[src/spms_pkg.sv]
/*
  Shared constants and types of the serial peripheral port: register
  offsets, field positions, reset values, bit-rate divisor table and the
  pin carrier. Assumes an 8-bit register port and a single clock.
*/
`default_nettype none

package spms_pkg;

  // ----------------------------------------------------------------
  // Register offsets
  // ----------------------------------------------------------------
  localparam logic [7:0] SPMS_CTRL_OFS = 8'h28;
  localparam logic [7:0] SPMS_STAT_OFS = 8'h29;
  localparam logic [7:0] SPMS_DATA_OFS = 8'h2A;
  localparam logic [7:0] SPMS_IRQ_ST_OFS = 8'h2B;
  localparam logic [7:0] SPMS_IRQ_MASK_OFS = 8'h2C;
  localparam logic [7:0] SPMS_SYSTEM_OPTIONS_TWO_OFS = 8'h38;

  // ----------------------------------------------------------------
  // Field positions
  // ----------------------------------------------------------------
  localparam int CTRL_IE = 7;
  localparam int CTRL_EN = 6;
  localparam int CTRL_OD = 5;
  localparam int CTRL_MS = 4;
  localparam int CTRL_POL = 3;
  localparam int CTRL_PHA = 2;
  localparam int SYSTEM_OPTIONS_TWO_LSB = 3;
  localparam int SYSTEM_OPTIONS_TWO_PRE = 2;
  localparam int STAT_DONE = 7;
  localparam int STAT_WRITE_COLLISION_FLAG = 6;
  localparam int STAT_MODE_FAULT_FLAG = 4;

  // ----------------------------------------------------------------
  // Reset values and fixed masks
  // ----------------------------------------------------------------
  localparam logic [7:0] CTRL_RST = 8'h04;
  localparam logic [7:0] SYSTEM_OPTIONS_TWO_RST = 8'h00;
  localparam logic [7:0] SYSTEM_OPTIONS_TWO_MASK = 8'h0C;
  localparam logic [7:0] CTRL_FAULT_CLR = 8'h50;
  localparam logic [2:0] IRQ_MASK_RST = 3'h0;
  localparam logic [3:0] SYNC_RST = 4'h1;
  localparam logic [3:0] EDGE_LAST = 4'hF;

  typedef struct packed {
    logic sck;
    logic mosi;
    logic miso;
  } spms_pins_t;

  typedef enum logic {SPMS_IDLE, SPMS_XFER} spms_state_t;

  // Divisor of the system clock for one serial clock period
  function automatic logic [7:0] spms_divisor(input logic [2:0] sel);
    logic [7:0] d;
    d = 8'h02;
    case (sel)
      3'h0: d = 8'h02;
      3'h1: d = 8'h04;
      3'h2: d = 8'h10;
      3'h3: d = 8'h20;
      3'h4: d = 8'h08;
      3'h5: d = 8'h10;
      3'h6: d = 8'h40;
      3'h7: d = 8'h80;
      default: d = 8'h02;
    endcase
    return d;
  endfunction

endpackage

`default_nettype wire

[src/spms_port.sv]
/*
  Serial peripheral port, master or slave, with its register file and
  interrupt. Assumes a register master on ref_clk_i that keeps strobes
  one cycle long, and pads outside that resolve pins from the enables.
*/
// The plain strobed port is this design's own decision.
`timescale 1ns/10ps
`default_nettype none

// What this block does
// Interrupt only while enable bit is one
// Port works only when system enable set
// Open-drain pins when wired-OR option set
// Master select picks master or slave
// Polarity sets idle level, phase sets sample edge
// Bit order MSB or LSB first
// Master clock divided by rate field
// Prescale bit adds divide by four
// Done flag after eight serial clocks
// Status read then data access clears flags
// Data write during transfer sets collision
// Select low in master mode faults, stops
// Status read then control write clears fault
// Receive double buffered, transmit single
// Master up to half, slave limited rate
// External master holds select, supplies clock
module spms_port
  import spms_pkg::*;
(
  input wire logic ref_clk_i,
  input wire logic rstn_i,
  input wire logic [7:0] addr_i,
  input wire logic [7:0] wdata_i,
  input wire logic wr_i,
  input wire logic rd_i,
  output logic [7:0] rdata_o,
  output logic irq_o,
  input wire spms_pins_t pin_i,
  input wire logic ss_n_i,
  output spms_pins_t pin_o,
  output spms_pins_t pin_oe_o
);

  // ----------------------------------------------------------------
  // Reset release
  // ----------------------------------------------------------------
  logic [1:0] rst_sync_r;
  logic rst_n;

  // Release through two flops so every register leaves reset together
  always_ff @(posedge ref_clk_i or negedge rstn_i) begin
    if (!rstn_i) begin
      rst_sync_r <= 2'b00;
    end else begin
      rst_sync_r <= {rst_sync_r[0], 1'b1};
    end
  end
  assign rst_n = rst_sync_r[1];

  // ----------------------------------------------------------------
  // Pin synchronisers
  // ----------------------------------------------------------------
  logic [3:0] sync1_r;
  logic [3:0] sync2_r;
  logic sck_d_r;
  logic sck_s;
  logic mosi_s;
  logic miso_s;
  logic ss_s;

  // Order {sck, mosi, miso, select}; third sck flop feeds edge detect
  always_ff @(posedge ref_clk_i or negedge rst_n) begin
    if (!rst_n) begin
      sync1_r <= SYNC_RST;
      sync2_r <= SYNC_RST;
      sck_d_r <= 1'b0;
    end else begin
      sync1_r <= {pin_i.sck, pin_i.mosi, pin_i.miso, ss_n_i};
      sync2_r <= sync1_r;
      sck_d_r <= sync2_r[3];
    end
  end
  assign sck_s = sync2_r[3];
  assign mosi_s = sync2_r[2];
  assign miso_s = sync2_r[1];
  assign ss_s = sync2_r[0];

  // ----------------------------------------------------------------
  // Registers and decode
  // ----------------------------------------------------------------
  logic [7:0] ctrl_r;
  logic [7:0] system_options_two_r;
  logic done_r;
  logic write_collision_flag_r;
  logic mode_fault_flag_r;
  logic [2:0] arm_r;
  logic [7:0] rx_buf_r;
  logic [2:0] irq_st_r;
  logic [2:0] irq_mask_r;
  logic [7:0] rdata_r;
  logic irq_r;

  logic sel_ctrl;
  logic sel_stat;
  logic sel_data;
  logic sel_system_options_two;
  logic sel_ist;
  logic sel_imask;
  logic ctrl_wr;
  logic stat_rd;
  logic data_wr;
  logic data_acc;

  // Address decode; unmapped reads answer zero, writes are dropped
  assign sel_ctrl = (addr_i == SPMS_CTRL_OFS);
  assign sel_stat = (addr_i == SPMS_STAT_OFS);
  assign sel_data = (addr_i == SPMS_DATA_OFS);
  assign sel_system_options_two = (addr_i == SPMS_SYSTEM_OPTIONS_TWO_OFS);
  assign sel_ist = (addr_i == SPMS_IRQ_ST_OFS);
  assign sel_imask = (addr_i == SPMS_IRQ_MASK_OFS);
  assign ctrl_wr = wr_i & sel_ctrl;
  assign stat_rd = rd_i & sel_stat;
  assign data_wr = wr_i & sel_data;
  assign data_acc = (wr_i | rd_i) & sel_data;

  // Control fields
  logic ie;
  logic en;
  logic od;
  logic mst;
  logic pol;
  logic pha;
  logic lsb;
  logic [2:0] rate;

  assign ie = ctrl_r[CTRL_IE];
  assign en = ctrl_r[CTRL_EN];
  assign od = ctrl_r[CTRL_OD];
  assign mst = ctrl_r[CTRL_MS];
  assign pol = ctrl_r[CTRL_POL];
  assign pha = ctrl_r[CTRL_PHA];
  assign lsb = system_options_two_r[SYSTEM_OPTIONS_TWO_LSB];
  assign rate = {system_options_two_r[SYSTEM_OPTIONS_TWO_PRE], ctrl_r[1:0]};

  // ----------------------------------------------------------------
  // Transfer engine
  // ----------------------------------------------------------------
  spms_state_t state_r;
  logic [3:0] edge_cnt_r;
  logic [6:0] div_cnt_r;
  logic sck_r;
  logic [7:0] tx_r;
  logic [7:0] rx_r;
  logic [5:0] lag_r;

  logic [7:0] divisor;
  logic [6:0] half_m1;
  logic xfer;
  logic slv_act;
  logic busy;
  logic tick;
  logic slv_edge;
  logic edge_ev;
  logic lead;
  logic sample;
  logic shift;
  logic in_bit;
  logic out_bit;
  logic done_ev;
  logic last_edge;
  logic fault;
  logic start;
  logic write_collision_flag_ev;
  logic [7:0] rx_nxt;

  // One serial period in system clocks; divisor 2 is the fastest
  // master rate, half of the 20 MHz clock
  assign divisor = spms_divisor(rate);
  assign half_m1 = divisor[7:1] - 7'h01;
  assign xfer = (state_r == SPMS_XFER);
  // Slave is steered only by the external master's select and clock;
  // the synchroniser needs its clock below a quarter of ref_clk_i
  assign slv_act = en & ~mst & ~ss_s;
  assign busy = xfer | slv_act | (|lag_r[5:3]);
  assign tick = xfer & (div_cnt_r == half_m1);
  assign slv_edge = slv_act & (sck_s != sck_d_r);
  assign edge_ev = tick | slv_edge;
  // Even edge count is the leading edge of a bit
  assign lead = ~edge_cnt_r[0];
  // Phase zero samples on leading edges, phase one on trailing
  // Master data reach us through the pin synchroniser, three cycles late
  assign sample = lag_r[2] | (slv_edge & (lead ^ pha));
  // Phase one skips the very first leading edge: bit 7, or bit 0 when LSB first, already stands
  assign shift = edge_ev & ~(lead ^ pha) & ~(pha & edge_cnt_r == 4'h0);
  assign in_bit = mst ? miso_s : mosi_s;
  assign out_bit = lsb ? tx_r[0] : tx_r[7];
  assign last_edge = edge_ev & (edge_cnt_r == EDGE_LAST);
  assign done_ev = lag_r[5] | (last_edge & ~xfer);
  assign fault = en & mst & ~ss_s;
  assign start = data_wr & en & mst & ~busy & ~fault & ~mode_fault_flag_r;
  assign write_collision_flag_ev = data_wr & busy;
  assign rx_nxt = ~sample ? rx_r :
                  lsb ? {in_bit, rx_r[7:1]} : {rx_r[6:0], in_bit};

  // Master sequencing; a fault drops the transfer at once
  always_ff @(posedge ref_clk_i or negedge rst_n) begin
    if (!rst_n) begin
      state_r <= SPMS_IDLE;
    end else if (fault) begin
      state_r <= SPMS_IDLE;
    end else if (start) begin
      state_r <= SPMS_XFER;
    end else if (last_edge & xfer) begin
      state_r <= SPMS_IDLE;
    end
  end

  // Rate divider and edge counter; sixteen edges make eight clocks
  always_ff @(posedge ref_clk_i or negedge rst_n) begin
    if (!rst_n) begin
      div_cnt_r <= 7'h00;
      edge_cnt_r <= 4'h0;
      lag_r <= 6'h00;
    end else begin
      div_cnt_r <= (!xfer || tick) ? 7'h00 : div_cnt_r + 7'h01;
      lag_r <= fault ? 6'h00 : {lag_r[4:3], last_edge & xfer, lag_r[1:0], tick & (lead ^ pha)};
      if (!busy || start) begin
        edge_cnt_r <= 4'h0;
      end else if (edge_ev) begin
        edge_cnt_r <= edge_cnt_r + 4'h1;
      end
    end
  end

  // Serial clock rests at the polarity level between characters
  always_ff @(posedge ref_clk_i or negedge rst_n) begin
    if (!rst_n) begin
      sck_r <= 1'b0;
    end else if (!xfer) begin
      sck_r <= pol;
    end else if (tick) begin
      sck_r <= ~sck_r;
    end
  end

  // Transmit is single buffered: a write goes straight to the shifter
  always_ff @(posedge ref_clk_i or negedge rst_n) begin
    if (!rst_n) begin
      tx_r <= 8'h00;
      rx_r <= 8'h00;
      rx_buf_r <= 8'h00;
    end else begin
      if (data_wr && !busy) begin
        tx_r <= wdata_i;
      end else if (shift) begin
        tx_r <= lsb ? {1'b0, tx_r[7:1]} : {tx_r[6:0], 1'b0};
      end
      rx_r <= rx_nxt;
      if (done_ev) begin
        rx_buf_r <= rx_nxt;
      end
    end
  end

  // ----------------------------------------------------------------
  // Status flags and clear sequences
  // ----------------------------------------------------------------
  logic done_nxt;
  logic write_collision_flag_nxt;
  logic mode_fault_flag_nxt;

  // A new event in the clearing cycle wins over the clear
  assign done_nxt = done_ev | (done_r & ~(data_acc & arm_r[0]));
  assign write_collision_flag_nxt = write_collision_flag_ev | (write_collision_flag_r & ~(data_acc & arm_r[1]));
  assign mode_fault_flag_nxt = fault | (mode_fault_flag_r & ~(ctrl_wr & arm_r[2]));

  // Status read arms a clear only for flags seen set by that read
  always_ff @(posedge ref_clk_i or negedge rst_n) begin
    if (!rst_n) begin
      done_r <= 1'b0;
      write_collision_flag_r <= 1'b0;
      mode_fault_flag_r <= 1'b0;
      arm_r <= 3'h0;
    end else begin
      done_r <= done_nxt;
      write_collision_flag_r <= write_collision_flag_nxt;
      mode_fault_flag_r <= mode_fault_flag_nxt;
      if (stat_rd) begin
        arm_r <= {mode_fault_flag_r, write_collision_flag_r, done_r};
      end else begin
        arm_r <= arm_r & {~ctrl_wr, ~data_acc, ~data_acc};
      end
    end
  end

  // ----------------------------------------------------------------
  // Configuration registers
  // ----------------------------------------------------------------
  logic [7:0] ctrl_nxt;

  // Fault clears enable and master select so the port stops driving
  assign ctrl_nxt = (ctrl_wr ? wdata_i : ctrl_r) &
                    (fault ? ~CTRL_FAULT_CLR : 8'hFF);

  always_ff @(posedge ref_clk_i or negedge rst_n) begin
    if (!rst_n) begin
      ctrl_r <= CTRL_RST;
      system_options_two_r <= SYSTEM_OPTIONS_TWO_RST;
      irq_mask_r <= IRQ_MASK_RST;
    end else begin
      ctrl_r <= ctrl_nxt;
      if (wr_i && sel_system_options_two) begin
        system_options_two_r <= wdata_i & SYSTEM_OPTIONS_TWO_MASK;
      end
      if (wr_i && sel_imask) begin
        irq_mask_r <= wdata_i[2:0];
      end
    end
  end

  // ----------------------------------------------------------------
  // Interrupt
  // ----------------------------------------------------------------
  logic [2:0] irq_ev;
  logic [2:0] irq_clr;

  // Bit 0 done, bit 1 collision, bit 2 fault; write one to clear
  assign irq_ev = {fault, write_collision_flag_ev, done_ev};
  assign irq_clr = (wr_i && sel_ist) ? wdata_i[2:0] : 3'h0;

  always_ff @(posedge ref_clk_i or negedge rst_n) begin
    if (!rst_n) begin
      irq_st_r <= 3'h0;
      irq_r <= 1'b0;
    end else begin
      irq_st_r <= irq_ev | (irq_st_r & ~irq_clr);
      irq_r <= ie & |(irq_st_r & irq_mask_r);
    end
  end

  // ----------------------------------------------------------------
  // Read path
  // ----------------------------------------------------------------
  logic [7:0] stat_val;
  logic [7:0] rd_mux;

  // Unimplemented status bits read as zero
  assign stat_val = {done_r, write_collision_flag_r, 1'b0, mode_fault_flag_r, 4'h0};
  assign rd_mux = sel_ctrl ? ctrl_r :
                  sel_stat ? stat_val :
                  sel_data ? rx_buf_r :
                  sel_system_options_two ? system_options_two_r :
                  sel_ist ? {5'h00, irq_st_r} :
                  sel_imask ? {5'h00, irq_mask_r} : 8'h00;

  // Read data stands only in the cycle after the strobe
  always_ff @(posedge ref_clk_i or negedge rst_n) begin
    if (!rst_n) begin
      rdata_r <= 8'h00;
    end else begin
      rdata_r <= rd_i ? rd_mux : 8'h00;
    end
  end

  // ----------------------------------------------------------------
  // Pin drivers
  // ----------------------------------------------------------------
  spms_pins_t pin_r;
  spms_pins_t oe_r;
  spms_pins_t pin_nxt;
  spms_pins_t drv;
  spms_pins_t oe_nxt;

  // Disabled port drives nothing; open drain only ever pulls low
  assign pin_nxt = '{sck: sck_r, mosi: out_bit, miso: out_bit};
  assign drv = '{sck: en & mst, mosi: en & mst, miso: slv_act};
  assign oe_nxt = '{sck: drv.sck & (~od | ~pin_nxt.sck),
                    mosi: drv.mosi & (~od | ~pin_nxt.mosi),
                    miso: drv.miso & (~od | ~pin_nxt.miso)};

  always_ff @(posedge ref_clk_i or negedge rst_n) begin
    if (!rst_n) begin
      pin_r <= '0;
      oe_r <= '0;
    end else begin
      pin_r <= pin_nxt;
      oe_r <= oe_nxt;
    end
  end

  assign pin_o = pin_r;
  assign pin_oe_o = oe_r;
  assign rdata_o = rdata_r;
  assign irq_o = irq_r;

endmodule

`default_nettype wire

[config.mk]
export PLATFORM = sky130hd
export DESIGN_NAME = spms_port
export DESIGN_NICKNAME = d
export VERILOG_FILES = /design/src/spms_pkg.sv /design/src/spms_port.sv
export SDC_FILE = /design/constraint.sdc
export NUM_CORES = 1
export LEC_CHECK = 0
export ABC_AREA = 1
export ABC_CLOCK_PERIOD_IN_PS = 3770
export BUFFER_PORTS_ARGS = -buffer_cell sky130_fd_sc_hd__buf_2
export CAP_MARGIN = 30
export CORE_AREA = 3 3 97 99
export CTS_BUF_LIST = sky130_fd_sc_hd__clkbuf_4 sky130_fd_sc_hd__clkbuf_8
export CTS_CLUSTER_DIAMETER = 200
export CTS_CLUSTER_SIZE = 12
export DETAILED_ROUTE_END_ITERATION = 12
export DIE_AREA = 0 0 100 102
export PLACE_DENSITY = 0.68
export SKIP_CTS_REPAIR_TIMING = 1
export SLEW_MARGIN = 20
export SYNTH_ARGS = -nofsm -noshare
export SYNTH_HDL_FRONTEND = slang
export SYNTH_SLANG_ARGS = --single-unit
[constraint.sdc]
create_clock -name ref_clk_i -period 3.77 [get_ports ref_clk_i]
set_input_delay 0.754 -clock ref_clk_i [delete_from_list [all_inputs] [get_ports ref_clk_i]]
set_output_delay 0.754 -clock ref_clk_i [all_outputs]
set_load 0.01 [all_outputs]
==> impl_metrics.env <==
export IMPL_grt_max_degree=63
export IMPL_drv_cap=0
export IMPL_ant_nets=0
export IMPL_post_synth_num_cell_types=44
export IMPL_tightestPinTransition_ps=780.3
export IMPL_hold_slack_ps=165.8
export IMPL_synthAdderAreaFrac_pct=1.167
export IMPL_synthesis_nets=528
export IMPL_internal_power_uw=1650
export IMPL_grt_antenna_before_repair=0
export IMPL_synth_most_common_cell="nand2_1"
export IMPL_fin_crit_ps=2309
export IMPL_start_util_pct=49.67
export IMPL_seq_power_share_pct=51.6
export IMPL_drive_gt1_share_pct=16.57
export IMPL_syn_inst=500
export IMPL_hold_viol=0
export IMPL_crit_path_start_kind="flop"
export IMPL_floorplan_rows=34
export IMPL_synth_simple_area_share_pct=29.05
export IMPL_dp_hpwl_mm=6.853
export IMPL_end_kind="flop"
export IMPL_cp_max_fo=9
export IMPL_finalSetupTns_ps=0
export IMPL_comb_power_share_pct=24.5
export IMPL_min_period_over_period_pct=61.25
export IMPL_gp_congestion=0.8760
export IMPL_yosys_most_used_dff="dfrtp_1"
export IMPL_power_leakage_uw=0.002417
export IMPL_path_clk_slew_ps=80
export IMPL_routed_top_layer="met4"
export IMPL_grt_pass1_vias=3220
export IMPL_coreArea_um2=8636
export IMPL_clock_skew_ps=11.20
export IMPL_clkPwrFrac_pct=23.8
export IMPL_grt_setup_unrepaired="false"
export IMPL_ys_seq_area_share_pct=52.60
export IMPL_htree_levels=3
export IMPL_ioPinCount=39
export IMPL_synthArstFlopShare_pct=100.0
export IMPL_first_iter_violations=273
export IMPL_areaGrowthSynthToFinish_pct=10.21
export IMPL_vias=3401
export IMPL_synthTopCellsByArea="dfrtp_1, nand2_1, nand3_1"
export IMPL_netlist_area_um2=4289
export IMPL_muxShareOfSynthArea_pct=0.4959
export IMPL_dr_pass1_iters=4
export IMPL_ys_seq_elements=90
export IMPL_vias_per_cell=5.224
export IMPL_clk_path_buf_depth=2
export IMPL_pwr_density_cell_nw_per_um2=530.8
export IMPL_irDropWorstVdd_v=0.0002551
export IMPL_worstPathRequired_ps=4060
export IMPL_slew_headroom_pct=47.98
export IMPL_worst_setup_path_type="reg -> reg"
export IMPL_wl_met3_um=525
export IMPL_post_route_cell_area_um2=4727
export IMPL_swShare_pct=34.24
export IMPL_synth_common_cells="nand2_1, dfrtp_1, inv_1"
export IMPL_avgSynthCellArea_um2=8.578
export IMPL_die_x_um=100
export IMPL_yosysTopAreaCellShare_pct=50.76
export IMPL_cts_tree="done"
export IMPL_dieArea_um2=10200
export IMPL_synth_xor_area_share_pct=1.225
export IMPL_placed_cell_area_um2=4553
export IMPL_numCtsBuffers=9
export IMPL_antenna_cells=0
export IMPL_post_drt_wl_per_cell_um=14.10
export IMPL_grt_first_pass_wirelength_mm=15.90
export IMPL_status="completed"
export IMPL_synth_top_family_by_area="simple AND/OR/NAND/NOR gates"
export IMPL_portBuffers=38
export IMPL_clock_sinks=90
export IMPL_synth_edf_count=0
export IMPL_hold_path_class="in -> async"
export IMPL_clk_latency_ps=360
export IMPL_synth_top_cell_by_area="dfrtp_1"
export IMPL_maxSlewViolCount=0
export IMPL_setup_viol=0
export IMPL_synth_compound_area_share_pct=8.781
export IMPL_wirelength_met1_mm=4.303
export IMPL_ys_warn_count=0
export IMPL_critPathArrivalTime_ps=2600
export IMPL_grt_ovfl_total=0
export IMPL_drc=0
export IMPL_dr_wl_met2_mm=4.200
export IMPL_wirelength_mm=9.177
export IMPL_max_freq_ghz=0.4330
export IMPL_fillCellCount=802
export IMPL_grtUsageTotal_pct=19.68
export IMPL_die_h_um=102
export IMPL_layout_nets=567
export IMPL_root_buffer="clkbuf_8"
export IMPL_power_switching_uw=859.1
[final timing paths]
kind	to	startpoint	slack (ps)	cells past startpoint
worst max-delay path	tx_r[3]$_DFFE_PN0P_	ctrl_r[1]$_DFFE_PN0P_	1460	16
worst min-delay path	rst_sync_r[1]$_DFF_PN0_	rstn_i	170	1
worst max register to register	tx_r[3]$_DFFE_PN0P_	ctrl_r[1]$_DFFE_PN0P_	1460	16
worst min register to register	rst_sync_r[1]$_DFF_PN0_	rst_sync_r[0]$_DFF_PN0_	350	0
max in group asynchronous	ctrl_r[2]$_DFFE_PN1P_	rst_sync_r[1]$_DFF_PN0_	2440	1
min in group ref_clk_i	rst_sync_r[1]$_DFF_PN0_	rst_sync_r[0]$_DFF_PN0_	350	0
[per-layer routing]
metal / up-vias / GRT usage [%]
met5: - / 0
met4: 0 / 6.010
met3: 16 / 4.437
met2: 85 / 30.53
met1: 1615 / 27.88
li1: 1685 / -
[worst max-delay path: stages (launching register included)]
cell     delay [ps]
dfrtp_1         510
nor2_4          180
nand2_1          80
ha_1            270
inv_1           110
nand2_1          70
nand2_1          60
nand3_1          60
nand2_1          80
nand2_1          60
nor2_2          120
nand3_2         130
nand2_4         160
nand2_8         100
nand2_8          90
nand2_1          80
nand2_1          60
[state kept, by name (all words and copies together), names as in the netlist, 2 cells and up]
name	cells
arm_r	3
ctrl_r	8
div_cnt_r	7
edge_cnt_r	4
irq_mask_r	3
irq_st_r	3
lag_r	6
pin_o	2
pin_oe_o	3
rdata_o	8
rst_sync_r	2
rx_buf_r	8
rx_r	8
sync1_r	4
sync2_r	4
system_options_two_r	2
tx_r	8
[area by class of cell]
cell class,instances,area [µm²],share of cell area [%]
Multi-Input combinational cell,343,1750,37.03
Clock inverter,3,15.01,0.3176
Tap cell,108,135.1,2.859
Clock buffer,12,158.9,3.362
Timing Repair Buffer,39,197.7,4.182
Inverter,56,210.2,4.447
Sequential cell,90,2260,47.80
[kinds of logic after synthesis]
logic type      Yosys count
simple gates            269
flops                    90
buf+inv                  67
compound gates           61
xor+xnor                  6
fa+ha+maj                 4
mux                       2
other cells               1
[stage by stage]
stage               std cells  util (%)  total power, µW  worst slack (ps)
finish                    651     54.74             2509              1461
global route              651     54.74             2693              1198
CTS                       651     54.74             2531              1434
detailed placement        636     52.72             1936              1342
global placement          636     52.72             1908              1430
floorplan                 500         -             1770              1083
[layout by cell type, fill, tap and decap left out, drive strengths merged, types with 2 or more instances in the layout]
| cell | count |
|---|---|
| nand3b | 2 |
| nor2 | 43 |
| o21ai | 26 |
| nand3 | 44 |
| inv | 54 |
| ha | 4 |
| nand2 | 166 |
| a31oi | 11 |
| clkinv | 5 |
| xor2 | 5 |
| dfrtp | 87 |
| clkbuf | 12 |
| o21a | 2 |
| o211ai | 10 |
| nor4 | 2 |
| a41oi | 2 |
| nand4 | 3 |
| a21oi | 7 |
| dfstp | 3 |
| buf | 39 |
| nor3 | 7 |
[power groups by stage]
stage          combinational, µW  sequential, µW  clock, µW
4_1_cts                      624            1300        612
5_1_grt                      707            1320        661
3_5_place_dp                 622            1310          0
6_report                     616            1300        598
3_3_place_gp                 601            1310          0
2_1_floorplan                492            1280          0
(Power assumes the default switching activity.)
